File: config.mk
export PLATFORM = sky130hd
export DESIGN_NAME = srp_top
export DESIGN_NICKNAME = d
export VERILOG_FILES = /design/src/common/srp_pkg.sv /design/src/rtl/srp_buf2.sv /design/src/rtl/srp_top.sv
export SDC_FILE = /design/constraint.sdc
export NUM_CORES = 1
export LEC_CHECK = 0
export BUFFER_PORTS_ARGS = -buffer_cell sky130_fd_sc_hd__clkbuf_2
export CORE_ASPECT_RATIO = 0.7
export CORE_MARGIN = 2
export CORE_UTILIZATION = 31
export DETAILED_ROUTE_END_ITERATION = 10
export HOLD_SLACK_MARGIN = 0.08
export PLACE_DENSITY = 0.53
export SLEW_MARGIN = 5
export SYNTH_ARGS = -nofsm -noshare
export SYNTH_HDL_FRONTEND = slang
export SYNTH_SLANG_ARGS = --single-unit
File: constraint.sdc
create_clock -name clk_i -period 6.7 [get_ports clk_i]
set_input_delay 0.67 -clock clk_i [delete_from_list [all_inputs] [get_ports clk_i]]
set_output_delay 0.67 -clock clk_i [all_outputs]
set_load 0.02 [all_outputs]
File: src/common/srp_pkg.sv
/*
 Shared constants for the serial remote port: framing, character codes,
 rate selection, terminator encodings and queue thresholds.
 Assumes a 40 MHz system clock.
*/
package srp_pkg;
	localparam int unsigned CLK_HZ = 40000000;
	localparam int unsigned DATA_BITS = 8;
	localparam int unsigned OVERSAMPLE = 16;
	// Rate select codes
	localparam logic [2:0] RATE_19200 = 3'h0;
	localparam logic [2:0] RATE_9600 = 3'h1;
	localparam logic [2:0] RATE_4800 = 3'h2;
	localparam logic [2:0] RATE_2400 = 3'h3;
	localparam logic [2:0] RATE_1200 = 3'h4;
	localparam logic [2:0] RATE_600 = 3'h5;
	localparam logic [2:0] RATE_300 = 3'h6;
	localparam logic [2:0] RATE_RESET = RATE_9600;
	localparam int unsigned BAUD_MAX = 19200;
	localparam int unsigned BAUD_DEFAULT = 9600;
	// Oversample tick divisor at the fastest rate, rounded down
	localparam int unsigned TICK_DIV_BASE = CLK_HZ / (BAUD_MAX * OVERSAMPLE);
	localparam int unsigned TICK_CNT_W = 16;
	// Terminator select codes
	localparam logic [1:0] TERM_LF = 2'h0;
	localparam logic [1:0] TERM_CR = 2'h1;
	localparam logic [1:0] TERM_CRLF = 2'h2;
	localparam logic [1:0] TERM_LFCR = 2'h3;
	// Character codes
	localparam logic [7:0] CH_CR = 8'h0d;
	localparam logic [7:0] CH_LF = 8'h0a;
	localparam logic [7:0] CH_XON = 8'h11;
	localparam logic [7:0] CH_XOFF = 8'h13;
	localparam logic [7:0] CH_CTRL_C = 8'h03;
	localparam logic [7:0] CH_CTRL_X = 8'h18;
	// Receive queue
	localparam int unsigned RXQ_DEPTH = 16;
	localparam int unsigned RXQ_AW = 4;
	localparam logic [RXQ_AW:0] RXQ_HIGH = 5'(RXQ_DEPTH * 3 / 4);
	localparam logic [RXQ_AW:0] RXQ_LOW = 5'(RXQ_DEPTH / 2);
	localparam logic COMMAND_LANGUAGE_SETTING_STANDARD = 1'b0;
endpackage

File: src/rtl/srp_buf2.sv
/*
 Two-entry valid/ready buffer for byte data.
 Assumes one clock; the drain side may stall at any time.
*/
`timescale 1ns/100ps
`default_nettype none
module srp_buf2 #(
	parameter int unsigned W = 8
) (
	input wire logic clk_i, // System clock
	input wire logic reset_i, // Async reset, high
	input wire logic flush_i, // Drop all entries
	input wire logic [W-1:0] in_data_i, // Fill data
	input wire logic in_valid_i, // Fill valid
	output logic in_ready_o, // Room available
	output logic [W-1:0] out_data_o, // Head data
	output logic out_valid_o, // Head valid
	input wire logic out_ready_i // Drain accepts
);
	logic [W-1:0] mem_ff [2];
	logic [W-1:0] nxt_mem [2];
	logic rd_ff, nxt_rd, wr_ff, nxt_wr;
	logic [1:0] cnt_ff, nxt_cnt;
	logic push, pop;

	assign in_ready_o = (cnt_ff != 2'h2);
	assign out_valid_o = (cnt_ff != 2'h0);
	assign out_data_o = mem_ff[rd_ff];

	always_comb
	begin
		push = in_valid_i && in_ready_o;
		pop = out_valid_o && out_ready_i;
		nxt_mem = mem_ff;
		nxt_rd = rd_ff;
		nxt_wr = wr_ff;
		nxt_cnt = cnt_ff;
		if (flush_i)
		begin
			nxt_rd = 1'b0;
			nxt_wr = 1'b0;
			nxt_cnt = 2'h0;
		end
		else
		begin
			if (push)
			begin
				nxt_mem[wr_ff] = in_data_i;
				nxt_wr = ~wr_ff;
			end
			if (pop)
				nxt_rd = ~rd_ff;
			nxt_cnt = 2'(cnt_ff + {1'b0, push} - {1'b0, pop});
		end
	end

	always_ff @(posedge clk_i or posedge reset_i)
	begin
		if (reset_i)
		begin
			mem_ff[0] <= '0;
			mem_ff[1] <= '0;
			rd_ff <= 1'b0;
			wr_ff <= 1'b0;
			cnt_ff <= 2'h0;
		end
		else
		begin
			mem_ff <= nxt_mem;
			rd_ff <= nxt_rd;
			wr_ff <= nxt_wr;
			cnt_ff <= nxt_cnt;
		end
	end
endmodule
`default_nettype wire

File: src/rtl/srp_top.sv
/*
 Serial remote port: 8N1 receiver and transmitter, rate select, software
 pause/resume flow control, receive queue with line release on carriage
 return, break handling and message terminators.
 Assumes inputs synchronous to clk_i and a host keeping the same rate.
*/
`timescale 1ns/100ps
`default_nettype none
module srp_top
	import srp_pkg::*;
#(
	parameter int unsigned RX_DEPTH = srp_pkg::RXQ_DEPTH
) (
	input wire logic clk_i, // System clock
	input wire logic reset_i, // Async reset, high
	input wire logic rxd_i, // Serial receive line
	output logic txd_o, // Serial transmit line
	input wire logic [2:0] rate_sel_i, // Rate code
	input wire logic rate_load_i, // Load rate code
	input wire logic software_flow_option_i, // Pause/resume enable
	input wire logic [1:0] term_sel_i, // Terminator code
	input wire logic command_language_setting_i, // Stored language
	input wire logic [7:0] msg_data_i, // Outgoing message byte
	input wire logic msg_last_i, // Last byte of message
	input wire logic msg_valid_i, // Outgoing byte valid
	output logic msg_ready_o, // Outgoing byte taken
	output logic [7:0] cmd_data_o, // Command byte to parser
	output logic cmd_valid_o, // Command byte valid
	input wire logic cmd_ready_i, // Parser takes byte
	output logic cmd_line_o, // Complete line waiting
	output logic abort_o, // Break seen, pulse
	output logic command_language_setting_reject_o, // Serial language illegal
	output logic paused_o, // Host asked us to pause
	output logic rx_overrun_o, // Byte lost, queue full
	output logic [2:0] rate_o // Active rate code
);
	// ----------------------------------------
	// Rate generation
	// ----------------------------------------
	logic [2:0] rate_ff, nxt_rate;
	logic [TICK_CNT_W-1:0] tdiv_ff, nxt_tdiv;
	logic tick;
	logic [TICK_CNT_W-1:0] div_lim;

	always_comb
	begin
		nxt_rate = rate_load_i && rate_sel_i <= RATE_300 ? rate_sel_i : rate_ff;
		div_lim = TICK_CNT_W'((TICK_DIV_BASE << rate_ff) - 1);
		// Compare high side: a rate change may leave the count past the limit
		tick = (tdiv_ff >= div_lim);
		nxt_tdiv = tick ? '0 : TICK_CNT_W'(tdiv_ff + 1'b1);
	end

	// ----------------------------------------
	// Receiver, 16x oversampled
	// ----------------------------------------
	typedef enum logic [2:0] {RX_IDLE = 3'b001, RX_DATA = 3'b010,
		RX_STOP = 3'b100} srp_rx_e;
	srp_rx_e rxs_ff, nxt_rxs;
	logic [3:0] rph_ff, nxt_rph;
	logic [2:0] rbit_ff, nxt_rbit;
	logic [7:0] rsh_ff, nxt_rsh;
	logic rdone;

	always_comb
	begin
		nxt_rxs = rxs_ff;
		nxt_rph = rph_ff;
		nxt_rbit = rbit_ff;
		nxt_rsh = rsh_ff;
		rdone = 1'b0;
		if (tick)
		begin
			unique case (rxs_ff)
			RX_IDLE:
				if (!rxd_i)
				begin
					nxt_rph = 4'h1;
					if (rph_ff == 4'h7)
					begin
						nxt_rph = 4'h0;
						nxt_rxs = RX_DATA;
						nxt_rbit = 3'h0;
					end
					else
						nxt_rph = 4'(rph_ff + 1'b1);
				end
				else
					nxt_rph = 4'h0;
			RX_DATA:
			begin
				nxt_rph = 4'(rph_ff + 1'b1);
				if (rph_ff == 4'hf)
				begin
					nxt_rsh = {rxd_i, rsh_ff[7:1]};
					nxt_rbit = 3'(rbit_ff + 1'b1);
					if (rbit_ff == 3'(DATA_BITS - 1))
						nxt_rxs = RX_STOP;
				end
			end
			RX_STOP:
			begin
				nxt_rph = 4'(rph_ff + 1'b1);
				if (rph_ff == 4'hf)
				begin
					nxt_rxs = RX_IDLE;
					nxt_rph = 4'h0;
					rdone = rxd_i; // framing error drops byte
				end
			end
			endcase
		end
	end

	// ----------------------------------------
	// Receive queue, lines and control chars
	// ----------------------------------------
	logic [7:0] q_ff [RX_DEPTH];
	logic [RXQ_AW-1:0] qw_ff, nxt_qw, qr_ff, nxt_qr;
	logic [RXQ_AW:0] qc_ff, nxt_qc;
	logic [RXQ_AW:0] lines_ff, nxt_lines;
	logic ctl_char, brk, push, pop;
	logic xoff_rx, xon_rx;

	always_comb
	begin
		brk = rdone && (rsh_ff == CH_CTRL_C || rsh_ff == CH_CTRL_X);
		xoff_rx = rdone && software_flow_option_i && rsh_ff == CH_XOFF;
		xon_rx = rdone && software_flow_option_i && rsh_ff == CH_XON;
		ctl_char = brk || xoff_rx || xon_rx;
		push = rdone && !ctl_char && qc_ff != 5'(RX_DEPTH);
		pop = cmd_valid_o && cmd_ready_i && !brk;
		nxt_qw = push ? 4'(qw_ff + 1'b1) : qw_ff;
		nxt_qr = pop ? 4'(qr_ff + 1'b1) : qr_ff;
		nxt_qc = 5'(qc_ff + {4'h0, push} - {4'h0, pop});
		nxt_lines = 5'(lines_ff + {4'h0, push && rsh_ff == CH_CR}
			- {4'h0, pop && q_ff[qr_ff] == CH_CR});
		if (brk)
		begin
			nxt_qw = '0;
			nxt_qr = '0;
			nxt_qc = '0;
			nxt_lines = '0;
		end
	end

	// ----------------------------------------
	// Flow control state
	// ----------------------------------------
	logic sent_xoff_ff, nxt_sent_xoff;
	logic want_xoff_ff, nxt_want_xoff, want_xon_ff, nxt_want_xon;
	logic paused_ff, nxt_paused;
	logic ctl_go;

	always_comb
	begin
		nxt_sent_xoff = sent_xoff_ff;
		nxt_want_xoff = want_xoff_ff;
		nxt_want_xon = want_xon_ff;
		nxt_paused = paused_ff;
		if (!software_flow_option_i)
		begin
			nxt_sent_xoff = 1'b0;
			nxt_want_xoff = 1'b0;
			nxt_want_xon = 1'b0;
			nxt_paused = 1'b0;
		end
		else
		begin
			// Clear only what goes out; a request set now must not be lost
			if (ctl_go && want_xoff_ff)
				nxt_want_xoff = 1'b0;
			else if (ctl_go)
				nxt_want_xon = 1'b0;
			if (!sent_xoff_ff && qc_ff > RXQ_HIGH)
			begin
				nxt_sent_xoff = 1'b1;
				nxt_want_xoff = 1'b1;
				nxt_want_xon = 1'b0;
			end
			if (sent_xoff_ff && qc_ff < RXQ_LOW)
			begin
				nxt_sent_xoff = 1'b0;
				nxt_want_xon = 1'b1;
			end
			if (xoff_rx)
				nxt_paused = 1'b1;
			else if (xon_rx)
				nxt_paused = 1'b0;
		end
	end

	// ----------------------------------------
	// Transmit path: buffer, terminator, shifter
	// ----------------------------------------
	typedef enum logic [3:0] {TX_IDLE = 4'b0001, TX_START = 4'b0010,
		TX_DATA = 4'b0100, TX_STOP = 4'b1000} srp_tx_e;
	srp_tx_e txs_ff, nxt_txs;
	logic [7:0] b_data;
	logic b_valid, b_ready, b_in_ready, b_in_valid;
	logic [7:0] b_in_data;
	logic [1:0] tpend_ff, nxt_tpend;
	logic [7:0] tsh_ff, nxt_tsh;
	logic [3:0] tph_ff, nxt_tph;
	logic [2:0] tbit_ff, nxt_tbit;
	logic txd_ff, nxt_txd;
	logic msg_take, command_language_setting_bad;

	srp_buf2 #(.W(8)) u_txbuf (
		.clk_i(clk_i),
		.reset_i(reset_i),
		.flush_i(brk),
		.in_data_i(b_in_data),
		.in_valid_i(b_in_valid),
		.in_ready_o(b_in_ready),
		.out_data_o(b_data),
		.out_valid_o(b_valid),
		.out_ready_i(b_ready)
	);

	always_comb
	begin
		// Setting is held outside, so our reset never touches it
		command_language_setting_bad = (command_language_setting_i != COMMAND_LANGUAGE_SETTING_STANDARD);
		b_in_valid = 1'b0;
		b_in_data = msg_data_i;
		msg_take = 1'b0;
		nxt_tpend = tpend_ff;
		if (tpend_ff != 2'h0)
		begin
			b_in_valid = 1'b1;
			unique case (term_sel_i)
			TERM_LF: b_in_data = CH_LF;
			TERM_CR: b_in_data = CH_CR;
			TERM_CRLF: b_in_data = tpend_ff == 2'h2 ? CH_CR : CH_LF;
			TERM_LFCR: b_in_data = tpend_ff == 2'h2 ? CH_LF : CH_CR;
			endcase
			if (b_in_ready)
				nxt_tpend = 2'(tpend_ff - 1'b1);
		end
		else if (msg_valid_i && !command_language_setting_bad)
		begin
			b_in_valid = 1'b1;
			msg_take = b_in_ready;
			if (b_in_ready && msg_last_i)
				nxt_tpend = term_sel_i[1] ? 2'h2 : 2'h1;
		end
		if (brk)
			nxt_tpend = 2'h0;
	end

	always_comb
	begin
		nxt_txs = txs_ff;
		nxt_tsh = tsh_ff;
		nxt_tph = tph_ff;
		nxt_tbit = tbit_ff;
		nxt_txd = txd_ff;
		b_ready = 1'b0;
		ctl_go = 1'b0;
		unique case (txs_ff)
		TX_IDLE:
		begin
			nxt_txd = 1'b1;
			if (want_xoff_ff || want_xon_ff)
			begin
				ctl_go = 1'b1;
				nxt_tsh = want_xoff_ff ? CH_XOFF : CH_XON;
				nxt_txs = TX_START;
				nxt_tph = 4'h0;
			end
			else if (b_valid && !paused_ff && !brk)
			begin
				b_ready = 1'b1;
				nxt_tsh = b_data;
				nxt_txs = TX_START;
				nxt_tph = 4'h0;
			end
		end
		TX_START:
		begin
			nxt_txd = 1'b0;
			if (tick)
			begin
				nxt_tph = 4'(tph_ff + 1'b1);
				if (tph_ff == 4'hf)
				begin
					nxt_txs = TX_DATA;
					nxt_tbit = 3'h0;
				end
			end
		end
		TX_DATA:
		begin
			nxt_txd = tsh_ff[0];
			if (tick)
			begin
				nxt_tph = 4'(tph_ff + 1'b1);
				if (tph_ff == 4'hf)
				begin
					nxt_tsh = {1'b0, tsh_ff[7:1]};
					nxt_tbit = 3'(tbit_ff + 1'b1);
					if (tbit_ff == 3'(DATA_BITS - 1))
						nxt_txs = TX_STOP;
				end
			end
		end
		TX_STOP:
		begin
			nxt_txd = 1'b1;
			if (tick)
			begin
				nxt_tph = 4'(tph_ff + 1'b1);
				if (tph_ff == 4'hf)
					nxt_txs = TX_IDLE;
			end
		end
		endcase
	end

	// ----------------------------------------
	// Registers
	// ----------------------------------------
	always_ff @(posedge clk_i or posedge reset_i)
	begin
		if (reset_i)
		begin
			rate_ff <= RATE_RESET;
			tdiv_ff <= '0;
			rxs_ff <= RX_IDLE;
			rph_ff <= 4'h0;
			rbit_ff <= 3'h0;
			rsh_ff <= 8'h00;
			qw_ff <= '0;
			qr_ff <= '0;
			qc_ff <= '0;
			lines_ff <= '0;
			sent_xoff_ff <= 1'b0;
			want_xoff_ff <= 1'b0;
			want_xon_ff <= 1'b0;
			paused_ff <= 1'b0;
			txs_ff <= TX_IDLE;
			tpend_ff <= 2'h0;
			tsh_ff <= 8'h00;
			tph_ff <= 4'h0;
			tbit_ff <= 3'h0;
			txd_ff <= 1'b1;
			abort_o <= 1'b0;
			rx_overrun_o <= 1'b0;
			command_language_setting_reject_o <= 1'b0;
		end
		else
		begin
			rate_ff <= nxt_rate;
			tdiv_ff <= nxt_tdiv;
			rxs_ff <= nxt_rxs;
			rph_ff <= nxt_rph;
			rbit_ff <= nxt_rbit;
			rsh_ff <= nxt_rsh;
			qw_ff <= nxt_qw;
			qr_ff <= nxt_qr;
			qc_ff <= nxt_qc;
			lines_ff <= nxt_lines;
			sent_xoff_ff <= nxt_sent_xoff;
			want_xoff_ff <= nxt_want_xoff;
			want_xon_ff <= nxt_want_xon;
			paused_ff <= nxt_paused;
			txs_ff <= nxt_txs;
			tpend_ff <= nxt_tpend;
			tsh_ff <= nxt_tsh;
			tph_ff <= nxt_tph;
			tbit_ff <= nxt_tbit;
			txd_ff <= nxt_txd;
			abort_o <= brk;
			rx_overrun_o <= rdone && !ctl_char && qc_ff == 5'(RX_DEPTH);
			command_language_setting_reject_o <= command_language_setting_bad && msg_valid_i;
		end
	end

	// Queue storage has no reset; only written entries are ever read
	always_ff @(posedge clk_i)
	begin
		if (push)
			q_ff[qw_ff] <= rsh_ff;
	end

	// Queue head is a flop read; line gate keeps partial lines back
	assign txd_o = txd_ff;
	assign cmd_data_o = q_ff[qr_ff];
	assign cmd_valid_o = (qc_ff != '0) && (lines_ff != '0);
	assign cmd_line_o = (lines_ff != '0);
	assign msg_ready_o = msg_take;
	assign paused_o = paused_ff;
	assign rate_o = rate_ff;
endmodule
`default_nettype wire

==> run metrics <==
status completed; Worst-Margin Slew 0.981 ns; Syn-to-layout area delta 13.8%; register bit total from synthesis 232; EDFF count, synth 128; kind of critical path flip-flop to flip-flop; Pre-antenna DRT Iters 5; H-tree levels 1; initial antenna violation count 0; Crit path required time 7.12 ns; Cell Pwr Density 312 mW/mm²; vias in the first global route 6437; Primary FF master, synth edfxtp_1; Worst-path clk slew 0.06 ns; Tot Pwr 3.93 mW; Die Y 162 µm; total number of vias 6550; Setup violations, final 0; Clock Root Buffer clkbuf_16; leak pwr 5.05 nW; grt total ovfl 0; CTS buffer count 25; cells resized by post-CTS repair 0; design area 0.0126 mm²; CP max FO 25; Initial Util 31.7%; largest net degree at the start of global routing 57; Final #Nets 919; Total GRT Usage 12.9%; Final min period 5.16 ns; row count 57; Remaining DRCs 0; initial drt markers 517; kind of end point of the critical path flip-flop; Seq/Total Area, Yosys 58.4%; Sink Count 232; remaining antenna violation count 0; Async SR Flop Fraction 44.8%; Final period util 77.1%; Vias/cell 4.88; Core ar. 0.0349 mm²; Fin Setup TNS 0 ns; clock skew 0.0224 ns; IR drop worst, VDD 0.162 mV; Synth Instances 802; Cell Area, Placed 0.0118 mm²; CTS tree built; Die ar. 0.0372 mm²; syn_nets 871; # placed instances 1295; worst rel slew slack 34.5%; Max Slew Vio Count 0; Port Buf Inserts 40; Die Wd 230 µm; Final Hold Viols 0; Arrival @ worst endpoint 5.59 ns; layout cells sized above 1 21.7%; dpl hpwl 15700 µm; Top Ports 41; syn avg cell area 13.8 µm²; Yosys warning count 0; setup repair bufs after CTS 0; pre-CTS setup slack 1.54 ns; highest clock rate 194 MHz; first-pass GRT wire length 37700 µm; routed len/inst 17.6 µm; final WL 23600 µm; latest clock arrival within the worst-skew pair 0.54 ns; Setup WS post-layout 1.54 ns; Mapped Area 0.0111 mm²; Critical Path Source Type flip-flop; CTS Hold Bufs 0; Longest Clk Path Bufs 3; fill count 3296; Ant. Diodes 0; Post-Layout Cell Count 1341; RSZ-0062 raised after global routing no; Synth cell types 67; Final GP Congestion 0.737; worst hold path class input pin to asynchronous set/reset pin; MaxCap Viol Count 0
==> metal layers <==
layer	up-vias	share of wire [%]	GRT usage (%)
li1	3124	-	-
met1	3291	53	20.4
met2	106	41	18.3
met3	29	4.2	2.33
met4	0	1.7	2.76
met5	-	0	0
==> through the flow <==
step           hold slack [ns]  utilization [%]
5_1_grt                  0.259             36.1
3_3_place_gp             0.483             33.8
4_1_cts                  0.221             36.1
2_1_floorplan            0.464                -
3_5_place_dp             0.491             33.8
6_report                 0.205             36.1
==> sequential cells by signal (all words and copies together), names as in the netlist, 2 cells and up <==
signal          cells
lines_ff            5
q_ff              128
qc_ff               5
qr_ff               4
qw_ff               4
rate_o              3
rbit_ff             3
rph_ff              4
rsh_ff              8
rxs_ff              3
tbit_ff             3
tdiv_ff            16
tpend_ff            2
tph_ff              4
tsh_ff              8
txs_ff              4
u_txbuf.cnt_ff      2
u_txbuf.mem_ff     16
==> critical path, stage by stage, from the launching register on <==
cell and delay, ns:
dfstp_2 0.59, inv_1 0.10, or3_1 0.32, ha_1 0.26
nor2_1 0.14, mux2i_1 0.09, o22a_1 0.21, ha_1 0.29
a21oi_1 0.06, o21ai_0 0.27, a22oi_2 0.24, a2111oi_4 0.39
buf_4 0.34, nor4b_1 0.10, and4b_1 0.22, ha_1 0.27
inv_1 0.04, ha_1 0.20, fa_1 0.41, a21oi_1 0.16
nor2_1 0.06, nor2_1 0.11, xnor2_1 0.12, nor2_1 0.05
==> layout by cell type (no fill, tap or decap), types with 4 or more instances in the layout <==
cell        netlist  layout
edfxtp_1        128     128
dfrtp_1         100      99
nor2_1           64      64
ha_1             45      45
mux4_2           40      40
clkbuf_2          0      40
nand2_1          37      37
inv_1            34      33
mux2_2           29      29
a21oi_1          28      28
clkbuf_16         0      25
nand3_1          23      23
o21ai_0          22      22
and3_1           22      22
nor2b_1          19      19
xnor2_1          17      17
xor2_1           15      15
mux2i_1          12      12
a21o_1           10      10
nand4_1          10      10
nor3_1           10      10
and2_1           10      10
buf_4             1      10
mux2_4            8       8
a31oi_1           7       7
clkinv_2          0       7
a22o_1            6       6
or3_1             6       6
o22ai_1           5       5
nor4b_1           4       4
o31ai_1           4       4
clkinvlp_4        0       4
dfstp_2           4       4
==> cells in the mapped netlist (17+ instances only) <==
cell        n  area share, %
edfxtp_1  128             35
dfrtp_1   100             23
nor2_1     64            2.2
ha_1       45            5.1
mux4_2     40            8.2
nand2_1    37            1.3
inv_1      34            1.2
mux2_2     29            3.0
a21oi_1    28            1.3
nand3_1    23            1.0
and3_1     22            1.2
o21ai_0    22            1.0
nor2b_1    19            1.1
xnor2_1    17            1.3
==> path summary, 6_finish.rpt <==
kind | from | to | cells past startpoint | slack [ns]
worst max-delay path | rate_o[0]$_DFFE_PP1P_ | lines_ff[4]$_DFF_PP0_ | 23 | 1.54
worst min-delay path | reset_i | tdiv_ff[10]$_DFF_PP0_ | 2 | 0.21
worst max register to register | rate_o[0]$_DFFE_PP1P_ | lines_ff[4]$_DFF_PP0_ | 23 | 1.54
worst min register to register | tph_ff[3]$_DFFE_PP0P_ | tph_ff[3]$_DFFE_PP0P_ | 1 | 0.50
max in group asynchronous | reset_i | qr_ff[0]$_DFFE_PP0P_ | 3 | 5.28
min in group clk_i | rate_sel_i[0] | rate_o[0]$_DFFE_PP1P_ | 3 | 0.33
==> kinds of logic (layout without fill, tap and decap cells) <==
family / after synthesis / count (layout) / synth area share, %
flip-flops: 232 / 232 / 58.4
AND/OR/NAND/NOR: 228 / 228 / 10.9
AO/OA/AOI/OAI: 110 / 110 / 7.15
multiplexers: 89 / 89 / 13.3
buffers and inverters: 63 / 130 / 2.32
adder cells (fa/ha/maj): 47 / 47 / 5.46
XOR/XNOR: 32 / 32 / 2.54
other: 1 / 1 / 0.0339
==> final cells by class <==
class                           count  area, µm²  share of cell area, %
Inverter                           34        130                   1.03
Clock inverter                     19        156                   1.24
Timing Repair Buffer               50        275                   2.19
Tap cell                          472        591                   4.69
Clock buffer                       27        633                   5.03
Sequential cell                   232       6450                   51.3
Multi-Input combinational cell    507       4350                   34.5
==> report_power, final <==
group          internal, mW  switching (mW)  leakage, nW
sequential             1.61           0.189         2.52
clock                 0.735           0.585        0.380
combinational         0.376           0.431         2.16
Note: power is estimated with default switching activity, not from simulation.
